--- config.mk ---
export PLATFORM = sky130hd
export DESIGN_NAME = iocad_decode
export DESIGN_NICKNAME = d
export VERILOG_FILES = /design/src/rtl/iocad_pkg.sv /design/src/rtl/iocad_decode.sv
export SDC_FILE = /design/constraint.sdc
export NUM_CORES = 1
export LEC_CHECK = 0
export ABC_AREA = 1
export BUFFER_PORTS_ARGS = -buffer_cell sky130_fd_sc_hd__buf_4
export CORE_ASPECT_RATIO = 1.2
export CORE_MARGIN = 2
export CORE_UTILIZATION = 25
export CTS_CLUSTER_SIZE = 25
export DETAILED_ROUTE_END_ITERATION = 16
export HOLD_SLACK_MARGIN = 0.02
export PLACE_DENSITY = 0.53
export SETUP_SLACK_MARGIN = 0.2
export SYNTH_ARGS = -nofsm -noshare
export SYNTH_HDL_FRONTEND = slang
export SYNTH_SLANG_ARGS = --single-unit
--- constraint.sdc ---
create_clock -name clk -period 2.1 [get_ports clk]
set_input_delay 0.42 -clock clk [delete_from_list [all_inputs] [get_ports clk]]
set_output_delay 0.42 -clock clk [all_outputs]
set_load 0.03 [all_outputs]
--- src/rtl/iocad_pkg.sv ---
// Package: constants for the I/O configuration address decode block
package iocad_pkg;
   localparam logic [15:0] SELECTOR_ADDR   = 16'h0CF8;
   localparam logic [15:0] DATA_ADDR       = 16'h0CFC;
   localparam logic [31:0] SELECTOR_RESET  = 32'h00000000;
   localparam logic [31:0] SELECTOR_WMASK  = 32'h80FFFFFC;
   localparam int          ENABLE_BIT      = 31;
   localparam int          BUS_HI          = 23;
   localparam int          BUS_LO          = 16;
   localparam int          DEV_HI          = 15;
   localparam int          DEV_LO          = 11;
   localparam int          FUNC_HI         = 10;
   localparam int          FUNC_LO         = 8;
   localparam int          REG_HI          = 7;
   localparam int          REG_LO          = 2;
   localparam logic [4:0]  FIRST_EXT_DEV   = 5'h02;
   localparam logic [2:0]  MAX_INT_FUNC    = 3'h1;
   localparam logic [3:0]  FULL_DWORD_BE   = 4'hF;
   typedef enum logic [2:0] {
      IOCAD_ROUTE_NONE, IOCAD_ROUTE_INTERNAL, IOCAD_ROUTE_HUB_T0,
      IOCAD_ROUTE_HUB_T1, IOCAD_ROUTE_PCIE_T0, IOCAD_ROUTE_PCIE_T1
   } iocad_route_type;
endpackage

--- src/rtl/iocad_decode.sv ---
// Selector register and configuration access routing decode
`timescale 1ns/1ps
module iocad_decode (
   input  wire logic        clk,
   input  wire logic        arst_n,
   input  wire logic        io_valid,
   input  wire logic        io_write,
   input  wire logic [15:0] io_addr,
   input  wire logic [3:0]  io_be,
   input  wire logic [31:0] io_wdata,
   input  wire logic [7:0]  secondary_bus,
   input  wire logic [7:0]  subordinate_bus,
   output logic      [31:0] io_rdata,
   output logic             io_rvalid,
   output logic             io_pass,
   output logic             cfg_launch,
   output logic             cfg_write,
   output logic [3:0]       cfg_be,
   output logic [31:0]      cfg_wdata,
   output logic [2:0]       cfg_route,
   output logic [31:0]      hub_addr,
   output logic [7:0]       hdr_byte6,
   output logic [7:0]       hdr_byte7,
   output logic [7:0]       hdr_byte8,
   output logic [7:0]       hdr_byte9
);

   logic [31:0]     config_selector;
   logic            sel_hit;
   logic            data_hit;
   logic            full_dw;
   logic            cfg_space_on;
   logic [7:0]      bus_num;
   logic [4:0]      dev_num;
   logic [2:0]      func_num;
   logic [5:0]      reg_num;
   iocad_pkg::iocad_route_type next_route;
   logic            sel_write;
   logic            sel_read;
   logic            sel_narrow;
   logic            launch_hit;
   logic [7:0]      hub_bus;

   ////////////////////////////////////////////////////////////////////////
   // Decode helpers shared between processes
   // Full doubleword access to one I/O port
   function automatic logic iocad_dw_hit(input logic        valid,
                                         input logic [15:0] addr,
                                         input logic [15:0] port,
                                         input logic [3:0]  be);
      iocad_dw_hit = valid && (addr == port) && (be == iocad_pkg::FULL_DWORD_BE);
   endfunction

   // Internal devices answer only functions 0 and 1
   function automatic logic iocad_int_func_ok(input logic [2:0] func);
      iocad_int_func_ok = (func <= iocad_pkg::MAX_INT_FUNC);
   endfunction

   // Non-zero bus that names the bridge secondary bus itself
   function automatic logic iocad_on_secondary(input logic [7:0] bus,
                                               input logic [7:0] sec);
      iocad_on_secondary = (bus != 8'h00) && (bus == sec);
   endfunction

   // Bus behind the bridge but past its secondary bus
   function automatic logic iocad_below_bridge(input logic [7:0] bus,
                                               input logic [7:0] sec,
                                               input logic [7:0] sub);
      iocad_below_bridge = (bus > sec) && (bus <= sub);
   endfunction

   // Device and function byte for hub address bits 15:8 and header byte 9
   function automatic logic [7:0] iocad_dev_func(input logic [4:0] dev,
                                                 input logic [2:0] func);
      iocad_dev_func = {dev, func};
   endfunction

   // Register byte with the two low address bits cleared
   function automatic logic [7:0] iocad_reg_byte(input logic [5:0] regn);
      iocad_reg_byte = {regn, 2'b00};
   endfunction

   ////////////////////////////////////////////////////////////////////////
   // Field extraction
   assign sel_hit      = io_valid && (io_addr == iocad_pkg::SELECTOR_ADDR);
   assign data_hit     = io_valid && (io_addr == iocad_pkg::DATA_ADDR);
   assign full_dw      = (io_be == iocad_pkg::FULL_DWORD_BE);
   assign cfg_space_on = config_selector[iocad_pkg::ENABLE_BIT];

   // Selector fields, reserved bits never steer anything
   assign bus_num      = config_selector[iocad_pkg::BUS_HI:iocad_pkg::BUS_LO];
   assign dev_num      = config_selector[iocad_pkg::DEV_HI:iocad_pkg::DEV_LO];
   assign func_num     = config_selector[iocad_pkg::FUNC_HI:iocad_pkg::FUNC_LO];
   assign reg_num      = config_selector[iocad_pkg::REG_HI:iocad_pkg::REG_LO];

   ////////////////////////////////////////////////////////////////////////
   // Access qualifiers shared by the selector, read and launch paths
   assign sel_write  = iocad_dw_hit(io_valid, io_addr, iocad_pkg::SELECTOR_ADDR, io_be) && io_write;
   assign sel_read   = iocad_dw_hit(io_valid, io_addr, iocad_pkg::SELECTOR_ADDR, io_be) && !io_write;
   assign sel_narrow = sel_hit && !full_dw;
   assign launch_hit = data_hit && cfg_space_on;
   // Bus field reaches the hub address only on Type 1, Type 0 carries zero
   assign hub_bus    = (next_route == iocad_pkg::IOCAD_ROUTE_HUB_T1) ? bus_num : 8'h00;

   ////////////////////////////////////////////////////////////////////////
   // Selector register, doubleword writes only
   always_ff @(posedge clk or negedge arst_n) begin
      if (!arst_n) begin
         config_selector <= iocad_pkg::SELECTOR_RESET;
      end else if (sel_write) begin
         config_selector <= io_wdata & iocad_pkg::SELECTOR_WMASK;
      end
   end

   ////////////////////////////////////////////////////////////////////////
   // Route decision
   always_comb begin
      next_route = iocad_pkg::IOCAD_ROUTE_NONE;
      if (bus_num == 8'h00) begin
         if (dev_num >= iocad_pkg::FIRST_EXT_DEV) begin
            next_route = iocad_pkg::IOCAD_ROUTE_HUB_T0;
         end else if (iocad_int_func_ok(func_num)) begin
            next_route = iocad_pkg::IOCAD_ROUTE_INTERNAL;
         end else begin
            next_route = iocad_pkg::IOCAD_ROUTE_NONE;
         end
      end else if (iocad_on_secondary(bus_num, secondary_bus)) begin
         next_route = iocad_pkg::IOCAD_ROUTE_PCIE_T0;
      end else if (iocad_below_bridge(bus_num, secondary_bus, subordinate_bus)) begin
         next_route = iocad_pkg::IOCAD_ROUTE_PCIE_T1;
      end else begin
         next_route = iocad_pkg::IOCAD_ROUTE_HUB_T1;
      end
   end

   ////////////////////////////////////////////////////////////////////////
   // Launch pulse, one cycle after the data window access
   always_ff @(posedge clk or negedge arst_n) begin
      if (!arst_n) begin
         cfg_launch <= 1'b0;
      end else begin
         cfg_launch <= launch_hit;
      end
   end

   ////////////////////////////////////////////////////////////////////////
   // Transaction qualifiers, held until the next launch
   always_ff @(posedge clk or negedge arst_n) begin
      if (!arst_n) begin
         cfg_write <= 1'b0;
         cfg_be    <= 4'h0;
         cfg_wdata <= 32'h00000000;
         cfg_route <= 3'h0;
      end else if (launch_hit) begin
         cfg_write <= io_write;
         cfg_be    <= io_be;
         cfg_wdata <= io_wdata;
         cfg_route <= next_route;
      end
   end

   ////////////////////////////////////////////////////////////////////////
   // Hub link address, bus field only on Type 1
   always_ff @(posedge clk or negedge arst_n) begin
      if (!arst_n) begin
         hub_addr <= 32'h00000000;
      end else if (launch_hit) begin
         hub_addr <= {8'h00, // Upper byte unused by the hub link
                      hub_bus,
                      iocad_dev_func(dev_num, func_num),
                      iocad_reg_byte(reg_num)};
      end
   end

   ////////////////////////////////////////////////////////////////////////
   // Link request header bytes 6 to 9
   always_ff @(posedge clk or negedge arst_n) begin
      if (!arst_n) begin
         hdr_byte6 <= 8'h00;
         hdr_byte7 <= 8'h00;
         hdr_byte8 <= 8'h00;
         hdr_byte9 <= 8'h00;
      end else if (launch_hit) begin
         hdr_byte6 <= {5'h00, func_num};
         hdr_byte7 <= iocad_reg_byte(reg_num);
         hdr_byte8 <= bus_num;
         hdr_byte9 <= iocad_dev_func(dev_num, func_num);
      end
   end

   ////////////////////////////////////////////////////////////////////////
   // Read valid and pass-through pulses, one cycle each
   always_ff @(posedge clk or negedge arst_n) begin
      if (!arst_n) begin
         io_rvalid <= 1'b0;
         io_pass   <= 1'b0;
      end else begin
         io_rvalid <= sel_read;
         io_pass   <= sel_narrow;
      end
   end

   ////////////////////////////////////////////////////////////////////////
   // Selector read data, reserved bits already cleared at write
   always_ff @(posedge clk or negedge arst_n) begin
      if (!arst_n) begin
         io_rdata <= 32'h00000000;
      end else if (sel_read) begin
         io_rdata <= config_selector;
      end
   end

endmodule

### Word level (Yosys, flattened, before mapping)

Cells that the tools add are included.

| cells by class | value |
|---|---|
| muxes and demuxes | 6 |
| order comparisons | 4 |
| eq/ne operators | 5 |
| reductions and logical operators | 13 |

Operator list:

| cell | count |
|---|---|
| == test 16 x 12 -> 1 bit, second input constant | 2 |
| two-way mux 3 bit | 4 |
| logical AND 1 bit | 9 |
| == test 8 bit | 1 |
| > comparator 8 bit | 1 |
| <= comparator 8 bit | 1 |
| zero test 8 bit | 1 |
| two-way mux 8 bit | 1 |
| nonzero test 8 bit | 1 |
| >= comparator 5 x 2 -> 1 bit, second input constant | 1 |
| == test 4 bit, second input constant | 1 |
| == test 3 x 2 -> 1 bit, second input constant | 1 |
| <= comparator 3 x 1 -> 1 bit, second input constant | 1 |
| zero test 1 bit | 2 |
| two-way mux 1 bit | 1 |

| storage, ports and cells | value |
|---|---|
| output and inout port bits | 139 |
| bits of input ports | 72 |
| register bits | 136 |
| logic and storage cells | 42 |

### Depth between registers and ports, before layout

Gate-level depths: netlist (run 1).

| logic depth | value |
|---|---|
| depth in word-level cells | 7 |
| mapped depth | 14 |
| gate-level depth less buffers | 14 |

### Worst setup path before layout (run 1)

Ideal clock, no wire load.

| path | value |
|---|---|
| kind | input-to-reg |
| start | input secondary_bus[3] |
| end | register cfg_route[0] |
| setup slack | 0.487 ns |
| buffers on the path | 1 |
| required time | 1.976 ns |
| stages | 10 |
| data arrival time | 1.489 ns |
| setup time | 0.124 ns |
| path through | inv_1 > ha_1 > nand2_1 > inv_1 > nand3_1 > nor3_1 > nand2_1 > clkbuf_1 > o211ai_1 > nand2_1 |

| on the way | value |
|---|---|
| word-level cells in the longest chain between the ends | 4 |

Ends and longest elaborated chain:

| what | RTL line | RTL |
|---|---|---|
| from (decl) | iocad_decode.sv:11 | `input wire logic [7:0] secondary_bus,` |
| == test 8 bit | iocad_decode.sv:62 | `iocad_on_secondary = (bus != 8'h00) && (bus == sec);` |
| logical AND 1 bit | iocad_decode.sv:62 |  |
| two-way mux 3 bit | iocad_decode.sv:127 | `end else if (iocad_on_secondary(bus_num, secondary_bus)) begin` |
| two-way mux 3 bit | iocad_decode.sv:119 | `if (bus_num == 8'h00) begin` |
| to (signal assigned) | iocad_decode.sv:158 | `cfg_route <= next_route;` |
| to (decl) | iocad_decode.sv:20 | `output logic [2:0] cfg_route,` |

No other way between the ends.
A chain may end at the register's enable or synchronous reset.

### Worst setup path in the final report (run 1)

| path | value |
|---|---|
| start | register config_selector[23] |
| end | register cfg_route[1] |

| on the way | value |
|---|---|
| word-level cells in the longest chain between the ends | 5 |
| elaborated cells between the ends (all ways) | 10 |
| classes of those cells | order compare: 2; eq/ne: 1; mux: 3; reduce/logical: 4 |

Ends and longest elaborated chain:

| what | RTL line | RTL |
|---|---|---|
| from (decl) | iocad_decode.sv:28 | `logic [31:0] config_selector;` |
| from (signal assigned) | iocad_decode.sv:109 | `config_selector <= iocad_pkg::SELECTOR_RESET;` |
| from (signal assigned) | iocad_decode.sv:111 | `config_selector <= io_wdata & iocad_pkg::SELECTOR_WMASK;` |
| > comparator 8 bit or <= comparator 8 bit (tied branches) | iocad_decode.sv:69 | `iocad_below_bridge = (bus > sec) && (bus <= sub);` |
| logical AND 1 bit | iocad_decode.sv:69 |  |
| two-way mux 3 bit | iocad_decode.sv:129 | `end else if (iocad_below_bridge(bus_num, secondary_bus, subordinate_bus)) begin` |
| two-way mux 3 bit | iocad_decode.sv:127 |  |
| two-way mux 3 bit (*) | iocad_decode.sv:119 |  |

Every way passes the cells marked *; elsewhere a longest branch is shown, timed or not.

==> flow_summary.toml, run 1 <==
[global_route]
grt_remaining_overflow = 0
grt_pass1_wl_um = 22800
grt_usage_pct = 12.3
antenna_found_initial = 0
grt_start_max_net_pins = 54
grt_pass1_vias = 4262

[die]
start_util_pct = 25.5
die_y_um = 169
die_area_mm2 = 0.0240
core-area_mm2 = 0.0224
rows = 60
ioPinCount = 211
die_x_um = 142

[finish]
drive_above_1_share_pct = 37.4
multiInputGateArea_mm2 = 0.00203
seqCellArea_mm2 = 0.00298
n_antenna_cell = 0
num-nets-final = 875
fillers = 2329
syn2layout_area_growth_pct = 37.8

[synth]
syn_inst = 613
synth_seq_cells = 119
async_flop_share_pct = 100
synth_common_cells = "nand2_1, dfrtp_1, inv_1"
synth_ff_type = "dfrtp_1"
synth_seq_area_share_pct = 52.3
synth.cell_area_mm2 = 0.00570
syn_avg_cell_area_um2 = 9.30
yosysMostFrequentCell = "nand2_1"
synth_area_leaders = "dfrtp_1, nand2_1, o21ai_2"
synth_edf_count = 0
ys_warn_count = 0
synth.top_cell.area_share_pct = 52.3
synth.distinct_cells = 27
synth_area_leader_cell = "dfrtp_1"

[detailed_routing]
via_count = 4341
drc = 0
vias_per_cell = 4.02
wl_um = 14600
drt-pass1-iter-count = 6
drtAntennaViolNets = 0
drt_iter0_drc = 178
wl_per_cell_um = 13.5

[worst_setup_path]
crit_buf_inv = 0
rr_worst_depth = 6
arrival_ns = 2.01
cpLargestDelayFamily = "simple AND/OR/NAND/NOR gates"
critPathMostFrequentCell = "nand2_1"
worstPathCellList = "ha_1, nand2_1, nor3_2, nand2_1, nand4_1, nand2_1"
cp-end-kind = "flop"
critPathSlowestCell = "dfrtp_1"
critPathMaxStageDelay_ns = 0.47
critPathKind = "reg -> reg"
crit_fanout = 5
critPathLaunchType = "flop"
required_ns = 2.39
path_depth = 6

[clocking]
cts.sinks = 119
clock_latency_ns = 0.40
cts-htree-levels = 4
path_clk_slew_ns = 0.06
cts_setup_buffers = 0
clk_path_buf_depth = 2
cts_buffers = 17
cts_root_buf = "clkbuf_16"
cts_tree = "built"

[pwr]
p_seq_share_pct = 39.0
p_int_mw = 4.64
power_frac_clock_pct = 56.1
ir_worst_vdd_uv = 482
powerDensity_mw_per_mm2 = 749
cellLeakagePower_nw = 4.20
switchingPower_mw = 1.24
p_sw_share_pct = 21.1
comb_power_share_pct = 4.9

[sta]
setup_viol = 0
fmax_mhz = 583
fin_setup_tns_ns = 0
fin_ws_ns = 0.384
slew_headroom_pct = 66.2
finalMaxSlewViolations = 0
fin_skew_ns = 0.00851
worstMarginPinSlew_ns = 0.506
finalCritPeriodShare_pct = 81.7
min_period_ns = 1.72
rsz0062_at_grt = "false"
final_hold_viol_count = 0

[run_status]
status = "finished, final reports clean"

[min_path]
hp-class = "in -> reg"
hold_depth = 3

[place]
gp_congestion = 0.757
pre_cts_ws_ns = 0.215
port_buffers = 184
place_hpwl_um = 10700

[flow_run]
drv_cap = 0
-- through the flow --
stage / cell area [um^2] / utilization (%) / total power, mW / hold WS (ns) / cells
6_report: 7850 / 35.1 / 5.88 / 0.207 / 1079
4_1_cts: 7840 / 35.0 / 5.98 / 0.186 / 1078
5_1_grt: 7850 / 35.1 / 6.10 / 0.193 / 1079
3_5_place_dp: 7150 / 32.0 / 2.63 / 0.369 / 1045
3_3_place_gp: 7150 / 32.0 / 2.63 / 0.373 / 1045
2_1_floorplan: 5790 / - / 2.49 / 0.124 / 638
-- placed cells by master, fill, tap and decap left out, types with 2 or more instances in the layout --
cell type,n
a21oi_1,6
buf_12,3
buf_4,191
bufinv_16,5
clkbuf_16,17
clkbuf_8,4
clkinv_2,2
clkinv_4,3
conb_1,26
dfrtp_1,119
ha_1,16
inv_1,78
inv_2,2
nand2_1,159
nand2_2,16
nand3_1,4
nand4_1,17
nand4_4,2
nor2_1,20
nor4_4,2
o21ai_0,47
o21ai_1,4
o21ai_2,45
-- worst register-to-register path, delay by kind of cell, from the launching register on --
family        cells  cell delay [ns]
fa+ha+maj         1             0.34
simple gates      5             0.80
flops             1             0.47
-- sequential cells by signal (all words and copies together) (netlist names), 3 cells and up --
name,flops
cfg_wdata,32
config_selector,23
io_rdata,23
hub_addr,10
hdr_byte8,8
hdr_byte9,7
hdr_byte7,5
cfg_be,4
cfg_route,3
-- kinds of logic after synthesis --
group,synth area share [%]
flip-flops,52.3
adder cells (fa/ha/maj),3.51
AO/OA/AOI/OAI,12.3
buffers and inverters,14.0
other,0.0658
AND/OR/NAND/NOR,17.8
-- metal layers --
layer  vias up  part of all wire [%]  GRT usage, %
li1       2227                     -             -
met2       121                    50          21.1
met4         0                   1.0          3.65
met1      1983                    43          15.0
met5         -                     0             0
met3        10                   5.6          3.61
-- worst paths after layout --
check	slack [ns]	endpoint	from
setup / recovery	0.38	cfg_route[1]$_DFFE_PN0P_	config_selector[23]$_DFFE_PN0P_
hold reg to reg	0.48	cfg_wdata[28]$_DFFE_PN0P_	cfg_wdata[28]$_DFFE_PN0P_
max in group asynchronous	1.01	hub_addr[15]$_DFFE_PN0P_	arst_n
setup reg to reg	0.38	cfg_route[1]$_DFFE_PN0P_	config_selector[23]$_DFFE_PN0P_
min in group asynchronous	0.51	hdr_byte8[6]$_DFFE_PN0P_	arst_n
hold / removal	0.21	cfg_wdata[28]$_DFFE_PN0P_	io_wdata[28]
-- power by group through the flow --
stage	registers, mW	logic, mW	clock network, mW
6_report	2.29	0.290	3.30
2_1_floorplan	2.34	0.154	0
4_1_cts	2.29	0.296	3.39
3_3_place_gp	2.33	0.293	0
3_5_place_dp	2.33	0.294	0
5_1_grt	2.29	0.325	3.48
-- layout make-up --
type                            count  share of cell area, %
Clock buffer                       21                   6.12
Clock inverter                     11                   2.47
Inverter                           80                   3.83
Multi-Input combinational cell    373                   25.9
Sequential cell                   119                   37.9
Tap cell                          279                   4.45
Timing Repair Buffer              196                   19.3
-- what timing repair did --
item	4_1_cts	5_1_grt
endpoints found under the hold margin	37	0
hold buffers	1	0
setup endpoints to repair	0	11
gates resized for setup	0	4
No activity file was read; power rests on OpenSTA's default activity.
==> inputs of run 2 (changes only) <==
--- a/config.mk
+++ b/config.mk
@@ -5,7 +5,7 @@
 export SDC_FILE = /design/constraint.sdc
 export NUM_CORES = 1
 export LEC_CHECK = 0
-export ABC_AREA = 1
+export ABC_AREA = 0
 export BUFFER_PORTS_ARGS = -buffer_cell sky130_fd_sc_hd__buf_4
 export CORE_ASPECT_RATIO = 1.2
 export CORE_MARGIN = 2
@@ -13,7 +13,7 @@
 export CTS_CLUSTER_SIZE = 25
 export DETAILED_ROUTE_END_ITERATION = 16
 export HOLD_SLACK_MARGIN = 0.02
-export PLACE_DENSITY = 0.53
+export PLACE_DENSITY = 0.55
 export SETUP_SLACK_MARGIN = 0.2
 export SYNTH_ARGS = -nofsm -noshare
 export SYNTH_HDL_FRONTEND = slang
==> constraint.sdc (replaced) <==
create_clock -name clk -period 1.48 [get_ports clk]
set_input_delay 0.296 -clock clk [delete_from_list [all_inputs] [get_ports clk]]
set_output_delay 0.296 -clock clk [all_outputs]
set_load 0.03 [all_outputs]
==> run 2 against run 1 <==
The run now ends with negative setup slack left. Synthesized area fell by 6.6%. Largest cell class is now buffers. Cell count fell by 9.3%. Combinational power increased by 38%. Global-route usage rose by 2.4 points. Sequential power rose by 42%.
==> flow_summary.toml, run 2 <==
[global_route]
antenna_found_initial = 0
grt_pass1_wl_um = 24900
grt_remaining_overflow = 0
grt_usage_pct = 14.8
grt_start_max_net_pins = 39
grt_pass1_vias = 4479

[synth]
synthAdderAreaFrac_pct = 3.76
syn_inst = 389
synth_seq_area_share_pct = 56.0
synth_seq_cells = 119
synthXorXnorAreaFrac_pct = 0
ys_warn_count = 0
synth.cell_area_mm2 = 0.00532
synth_top_family_by_area = "multiplexers"
synth_ff_type = "dfrtp_1"
synth.distinct_cells = 33
yosysMostFrequentCell = "dfrtp_1"
synth_area_leader_cell = "dfrtp_1"
synth_edf_count = 0
synth.top_cell.area_share_pct = 56.0
synth-simple-area-share_pct = 4.96
synthMuxAreaShare_pct = 22.6
synth_common_cells = "dfrtp_1, mux2_2, buf_4"
syn_avg_cell_area_um2 = 13.7
synth_area_leaders = "dfrtp_1, mux2_2, buf_4"
async_flop_share_pct = 100
synth_compound_area_share_pct = 2.70

[clocking]
cts_buffers = 17
cts.sinks = 119
clock_latency_ns = 0.42
clk_path_buf_depth = 2
cts_tree = "built"
path_clk_slew_ns = 0.06
cts_root_buf = "clkbuf_16"
cts-htree-levels = 4

[die]
start_util_pct = 25.5
die_x_um = 137
rows = 58
die_y_um = 164
core-area_mm2 = 0.0209
die_area_mm2 = 0.0225
ioPinCount = 211

[worst_setup_path]
critPathSlowestCell = "or4_4"
worstPathCellList = "buf_6, or4_4, nor4_4, buf_4, and3_4, buf_12, buf_8, buf_16, mux2_4"
critPathLaunchType = "input pin"
arrival_ns = 2.32
critPathKind = "in -> reg"
critPathMaxStageDelay_ns = 0.53
cpLargestDelayFamily = "simple AND/OR/NAND/NOR gates"
crit_fanout = 8
required_ns = 1.78
cp-end-kind = "flop"
crit_buf_inv = 5

[sta]
fin_ws_ns = -0.536
rsz0062_at_grt = "true"
finalMaxSlewViolations = 0
min_period_ns = 2.02
setup_viol = 118
final_hold_viol_count = 0
fin_setup_tns_ns = -51.24
fin_skew_ns = 0.0106
fmax_mhz = 496
finalCritPeriodShare_pct = 136
whs_ns = 0.115

[pwr]
power_mw = 7.86
cellLeakagePower_nw = 4.98
ir_worst_vdd_uv = 759
powerDensity_mw_per_mm2 = 797

[finish]
syn2layout_area_growth_pct = 85.4
fin_area_mm2 = 0.00986
largestRegisters = "cfg_wdata x32, config_selector x23, io_rdata x23"
largest_reg_flops = 32
final_cell_mix = "buf_4, buf_6, dfrtp_1, mux2_4, conb_1"
drive_above_1_share_pct = 70.1
num-nets-final = 784
fillers = 1882
final_common_cell = "buf_4"
n_antenna_cell = 0
regMostFlops = "cfg_wdata"

[detailed_routing]
wl_um = 16600
wl_per_cell_um = 16.9
via_count = 4132
drt-pass1-iter-count = 6
drtAntennaViolNets = 0
drc = 0
vias_per_cell = 4.22
drt_iter0_drc = 118

[min_path]
hp-class = "in -> reg"

[place]
port_buffers = 184
place_hpwl_um = 10400
dpl-instance-area_mm2 = 0.00738
gp_congestion = 0.794

[flow_run]
drv_cap = 0

[run_status]
status = "finished with violations"
violations = "negative setup slack"
==> run 2: kinds of logic after synthesis <==
logic type | count (synthesis)
buffers and inverters | 81
and+or+nand+nor | 42
adders and majority gates | 16
AOI/OAI and AO/OA | 23
other | 1
DFF | 119
muxes | 107
==> run 2: what timing repair did <==
| action | 4_1_cts | 5_1_grt |
|---|---|---|
| gates resized for setup | 191 | 27 |
| endpoints found under the setup margin | 228 | 224 |
| endpoints found under the hold margin | 24 | 0 |
| pin swaps | 11 | 12 |
| hold buffers | 1 | 0 |
| setup buffers | 45 | 38 |
| gates cloned | 10 | 3 |
==> run 2: path summary, 6_finish.rpt <==
kind	startpoint	endpoint	slack (ns)	cells after the start
worst max register to register	config_selector[22]$_DFFE_PN0P_	hub_addr[17]$_DFFE_PN0P_	-0.41	7
worst min register to register	hdr_byte8[7]$_DFFE_PN0P_	hdr_byte8[7]$_DFFE_PN0P_	0.54	1
min in group asynchronous	arst_n	io_rdata[8]$_DFFE_PN0P_	0.35	2
worst min-delay path	io_wdata[0]	cfg_wdata[0]$_DFFE_PN0P_	0.12	2
max in group asynchronous	arst_n	hdr_byte9[1]$_DFFE_PN0P_	0.54	3
worst max-delay path	io_addr[13]	hdr_byte8[7]$_DFFE_PN0P_	-0.54	9
==> run 2: final cells by class <==
class / instances / area, um^2 / area share, %
Clock buffer: 20 / 447 / 4.53
Tap cell: 270 / 338 / 3.43
Sequential cell: 119 / 2990 / 30.3
Inverter: 24 / 90.1 / 0.913
Multi-Input combinational cell: 214 / 2480 / 25.2
Timing Repair Buffer: 320 / 3370 / 34.1
Clock inverter: 12 / 151 / 1.54
==> run 2: metal layers <==
layer / vias up / GRT usage, % / share of wire [%]
met3: 31 / 4.72 / 6.0
met5: - / 0 / 0
met2: 144 / 24.3 / 51
met4: 0 / 5.90 / 2.3
met1: 2055 / 17.8 / 41
li1: 1902 / - / -
==> run 2: through the flow <==
stage               std cells  util, %  worst slack (ns)
global placement          850     35.3            -0.901
CTS                       938     44.7            -0.470
finish                    979     47.2            -0.536
global route              979     47.2            -0.568
floorplan                 414        -            -0.690
detailed placement        850     35.3            -0.994
==> run 2: report_power, final <==
group          internal, mW  switching [mW]  leakage (nW)
sequential             3.26       0.0000123          1.61
clock                  2.69            1.51         0.290
combinational         0.167           0.233          3.08
total                  6.11            1.75          4.98
==> inputs of run 3 (changes only) <==
--- a/config.mk
+++ b/config.mk
@@ -7,13 +7,15 @@
 export LEC_CHECK = 0
 export ABC_AREA = 0
 export BUFFER_PORTS_ARGS = -buffer_cell sky130_fd_sc_hd__buf_4
+export CELL_PAD_IN_SITES_DETAIL_PLACEMENT = 1
+export CELL_PAD_IN_SITES_GLOBAL_PLACEMENT = 1
 export CORE_ASPECT_RATIO = 1.2
 export CORE_MARGIN = 2
 export CORE_UTILIZATION = 25
 export CTS_CLUSTER_SIZE = 25
 export DETAILED_ROUTE_END_ITERATION = 16
 export HOLD_SLACK_MARGIN = 0.02
-export PLACE_DENSITY = 0.55
+export PLACE_DENSITY = 0.66
 export SETUP_SLACK_MARGIN = 0.2
 export SYNTH_ARGS = -nofsm -noshare
 export SYNTH_HDL_FRONTEND = slang
==> run 3 against run 2 <==
The flow still finishes with violations (negative setup slack). Sequential power about the same. Cell count down 1.9%. Fmax up 0.15%. Register-to-register slack worse by 0.04 ns. Wire length up 6.9%. Critical endpoint is now cfg_route[1]$_DFFE_PN0P_. Largest power group unchanged.
==> flow_summary.toml, run 3 (synthesis gave the netlist of run 2 again) <==
[run_status]
status = "finished with violations"
violations = "negative setup slack"

[finish]
num-nets-final = 766
n_antenna_cell = 0
fin_area_mm2 = 0.00955
final_cell_mix = "buf_4, buf_6, dfrtp_1, mux2_4, conb_1"
fillers = 2133
regMostFlops = "cfg_wdata"
final_common_cell = "buf_4"
largestRegisters = "cfg_wdata x32, config_selector x23, io_rdata x23"
drive_above_1_share_pct = 69.0
largest_reg_flops = 32
syn2layout_area_growth_pct = 79.5
post-route-util_pct = 45.7

[detailed_routing]
drt-pass1-iter-count = 4
vias_per_cell = 4.30
drt_iter0_drc = 113
drtAntennaViolNets = 0
wl_um = 17700
via_count = 4128
drc = 0
wl_per_cell_um = 18.5

[die]
die_y_um = 164
die_x_um = 137
start_util_pct = 25.5
rows = 58
ioPinCount = 211
die_area_mm2 = 0.0225
core-area_mm2 = 0.0209

[clocking]
cts.sinks = 119
path_clk_slew_ns = 0.06
cts_buffers = 17
clock_latency_ns = 0.41
cts-htree-levels = 4
clk_path_buf_depth = 2
cts_tree = "built"
cts_root_buf = "clkbuf_16"

[sta]
setup_viol = 118
rsz0062_at_grt = "true"
finalCritPeriodShare_pct = 136
final_hold_viol_count = 0
fmax_mhz = 497
finalMaxSlewViolations = 0
fin_skew_ns = 0.00547
min_period_ns = 2.01
fin_ws_ns = -0.533
fin_setup_tns_ns = -53.11

[global_route]
grt_remaining_overflow = 0
grt_usage_pct = 15.6
grt_start_max_net_pins = 69
grt_pass1_wl_um = 25900
grt_pass1_vias = 4443
antenna_found_initial = 0

[worst_setup_path]
crit_end = "cfg_route[1]$_DFFE_PN0P_"
reg2reg_setup_slack_ns = -0.45
cpLargestDelayFamily = "simple AND/OR/NAND/NOR gates"
arrival_ns = 2.34
critPathLaunchType = "input pin"
worstPathCellList = "buf_6, or4b_4, nor4_4, buf_4, and3_4, buf_12, buf_12, buf_8, buf_6, nand2_2, o21ai_1"
r2r-start = "config_selector[22]$_DFFE_PN0P_"
crit_buf_inv = 6
critPathKind = "in -> reg"
critPathSlowestCell = "or4b_4"
worstReg2RegEnd = "hub_addr[21]$_DFFE_PN0P_"
crit_start = "io_addr[9]"
rr_worst_depth = 7
path_depth = 11
required_ns = 1.81
crit_fanout = 7
cp-end-kind = "flop"
critPathMaxStageDelay_ns = 0.54

[pwr]
switchingPower_mw = 1.74
powerDensity_mw_per_mm2 = 834
p_sw_share_pct = 21.9
power_mw = 7.97
cellLeakagePower_nw = 4.83
power_frac_clock_pct = 54.0
comb_power_share_pct = 5.1
p_seq_share_pct = 40.9
ir_worst_vdd_uv = 747
p_int_mw = 6.22

[place]
port_buffers = 184
place_hpwl_um = 11100
gp_congestion = 0.766
dpl-instance-area_mm2 = 0.00736

[flow_run]
drv_cap = 0

[min_path]
hp-class = "in -> reg"
[run 3: worst min path at each step]
| stage | from | to | slack, ns | depth (start not counted) |
|---|---|---|---|---|
| final | io_wdata[0] | cfg_wdata[0]$_DFFE_PN0P_ | 0.12 | 2 |
| after global routing | io_wdata[1] | cfg_wdata[1]$_DFFE_PN0P_ | 0.1 | 2 |
| after CTS | io_wdata[29] | cfg_wdata[29]$_DFFE_PN0P_ | 0.1 | 2 |
| after detailed placement | arst_n | cfg_wdata[12]$_DFFE_PN0P_ | 0.32 | 2 |
| after global placement | arst_n | cfg_wdata[12]$_DFFE_PN0P_ | 0.32 | 2 |
| after floorplan | arst_n | cfg_be[0]$_DFFE_PN0P_ | 0.0004 | 0 |
[run 3: cell type report]
cell class | count | area, um^2 | area share [%]
well taps | 270 | 338 | 3.54
repair buffers | 302 | 3090 | 32.4
multi-input cells | 214 | 2430 | 25.4
clock inverters | 13 | 180 | 1.89
clock buffers | 18 | 429 | 4.49
flip-flops and latches | 119 | 2990 | 31.3
inverters | 24 | 90.1 | 0.943
[run 3: power by group through the flow]
stage / Sequential [mW] / Combinational [mW] / Clock (mW)
2_1_floorplan: 3.31 / 0.179 / 0
3_3_place_gp: 3.31 / 0.374 / 0
3_5_place_dp: 3.31 / 0.389 / 0
4_1_cts: 3.25 / 0.403 / 4.42
5_1_grt: 3.25 / 0.445 / 4.57
6_report: 3.26 / 0.407 / 4.31
[run 3: layer usage]
| metal | wire [um] | vias up | share of wire (%) | global-route usage, % |
|---|---|---|---|---|
| met3 | 985 | 23 | 5.6 | 4.51 |
| met4 | 300 | 0 | 1.7 | 4.45 |
| met1 | 7040 | 2092 | 40 | 18.6 |
| met5 | 0 | - | 0 | 0 |
| met2 | 9410 | 146 | 53 | 27.1 |
| li1 | - | 1867 | - | - |
[run 3: stage by stage]
step	setup slack, ns	hold slack (ns)	std cells
after floorplan	-0.690	0.000409	414
after CTS	-0.509	0.0978	932
after global placement	-0.983	0.319	849
after global routing	-0.593	0.0984	960
final	-0.533	0.118	960
after detailed placement	-1.01	0.322	849
[run 3: repair_timing]
action / CTS / global route
pin swaps: 12 / 12
hold buffers: 1 / 0
hold endpoints to repair: 119 / 0
resized for setup: 158 / 47
buffers inserted: 41 / 28
endpoints found under the setup margin: 201 / 225
gates cloned: 10 / 0
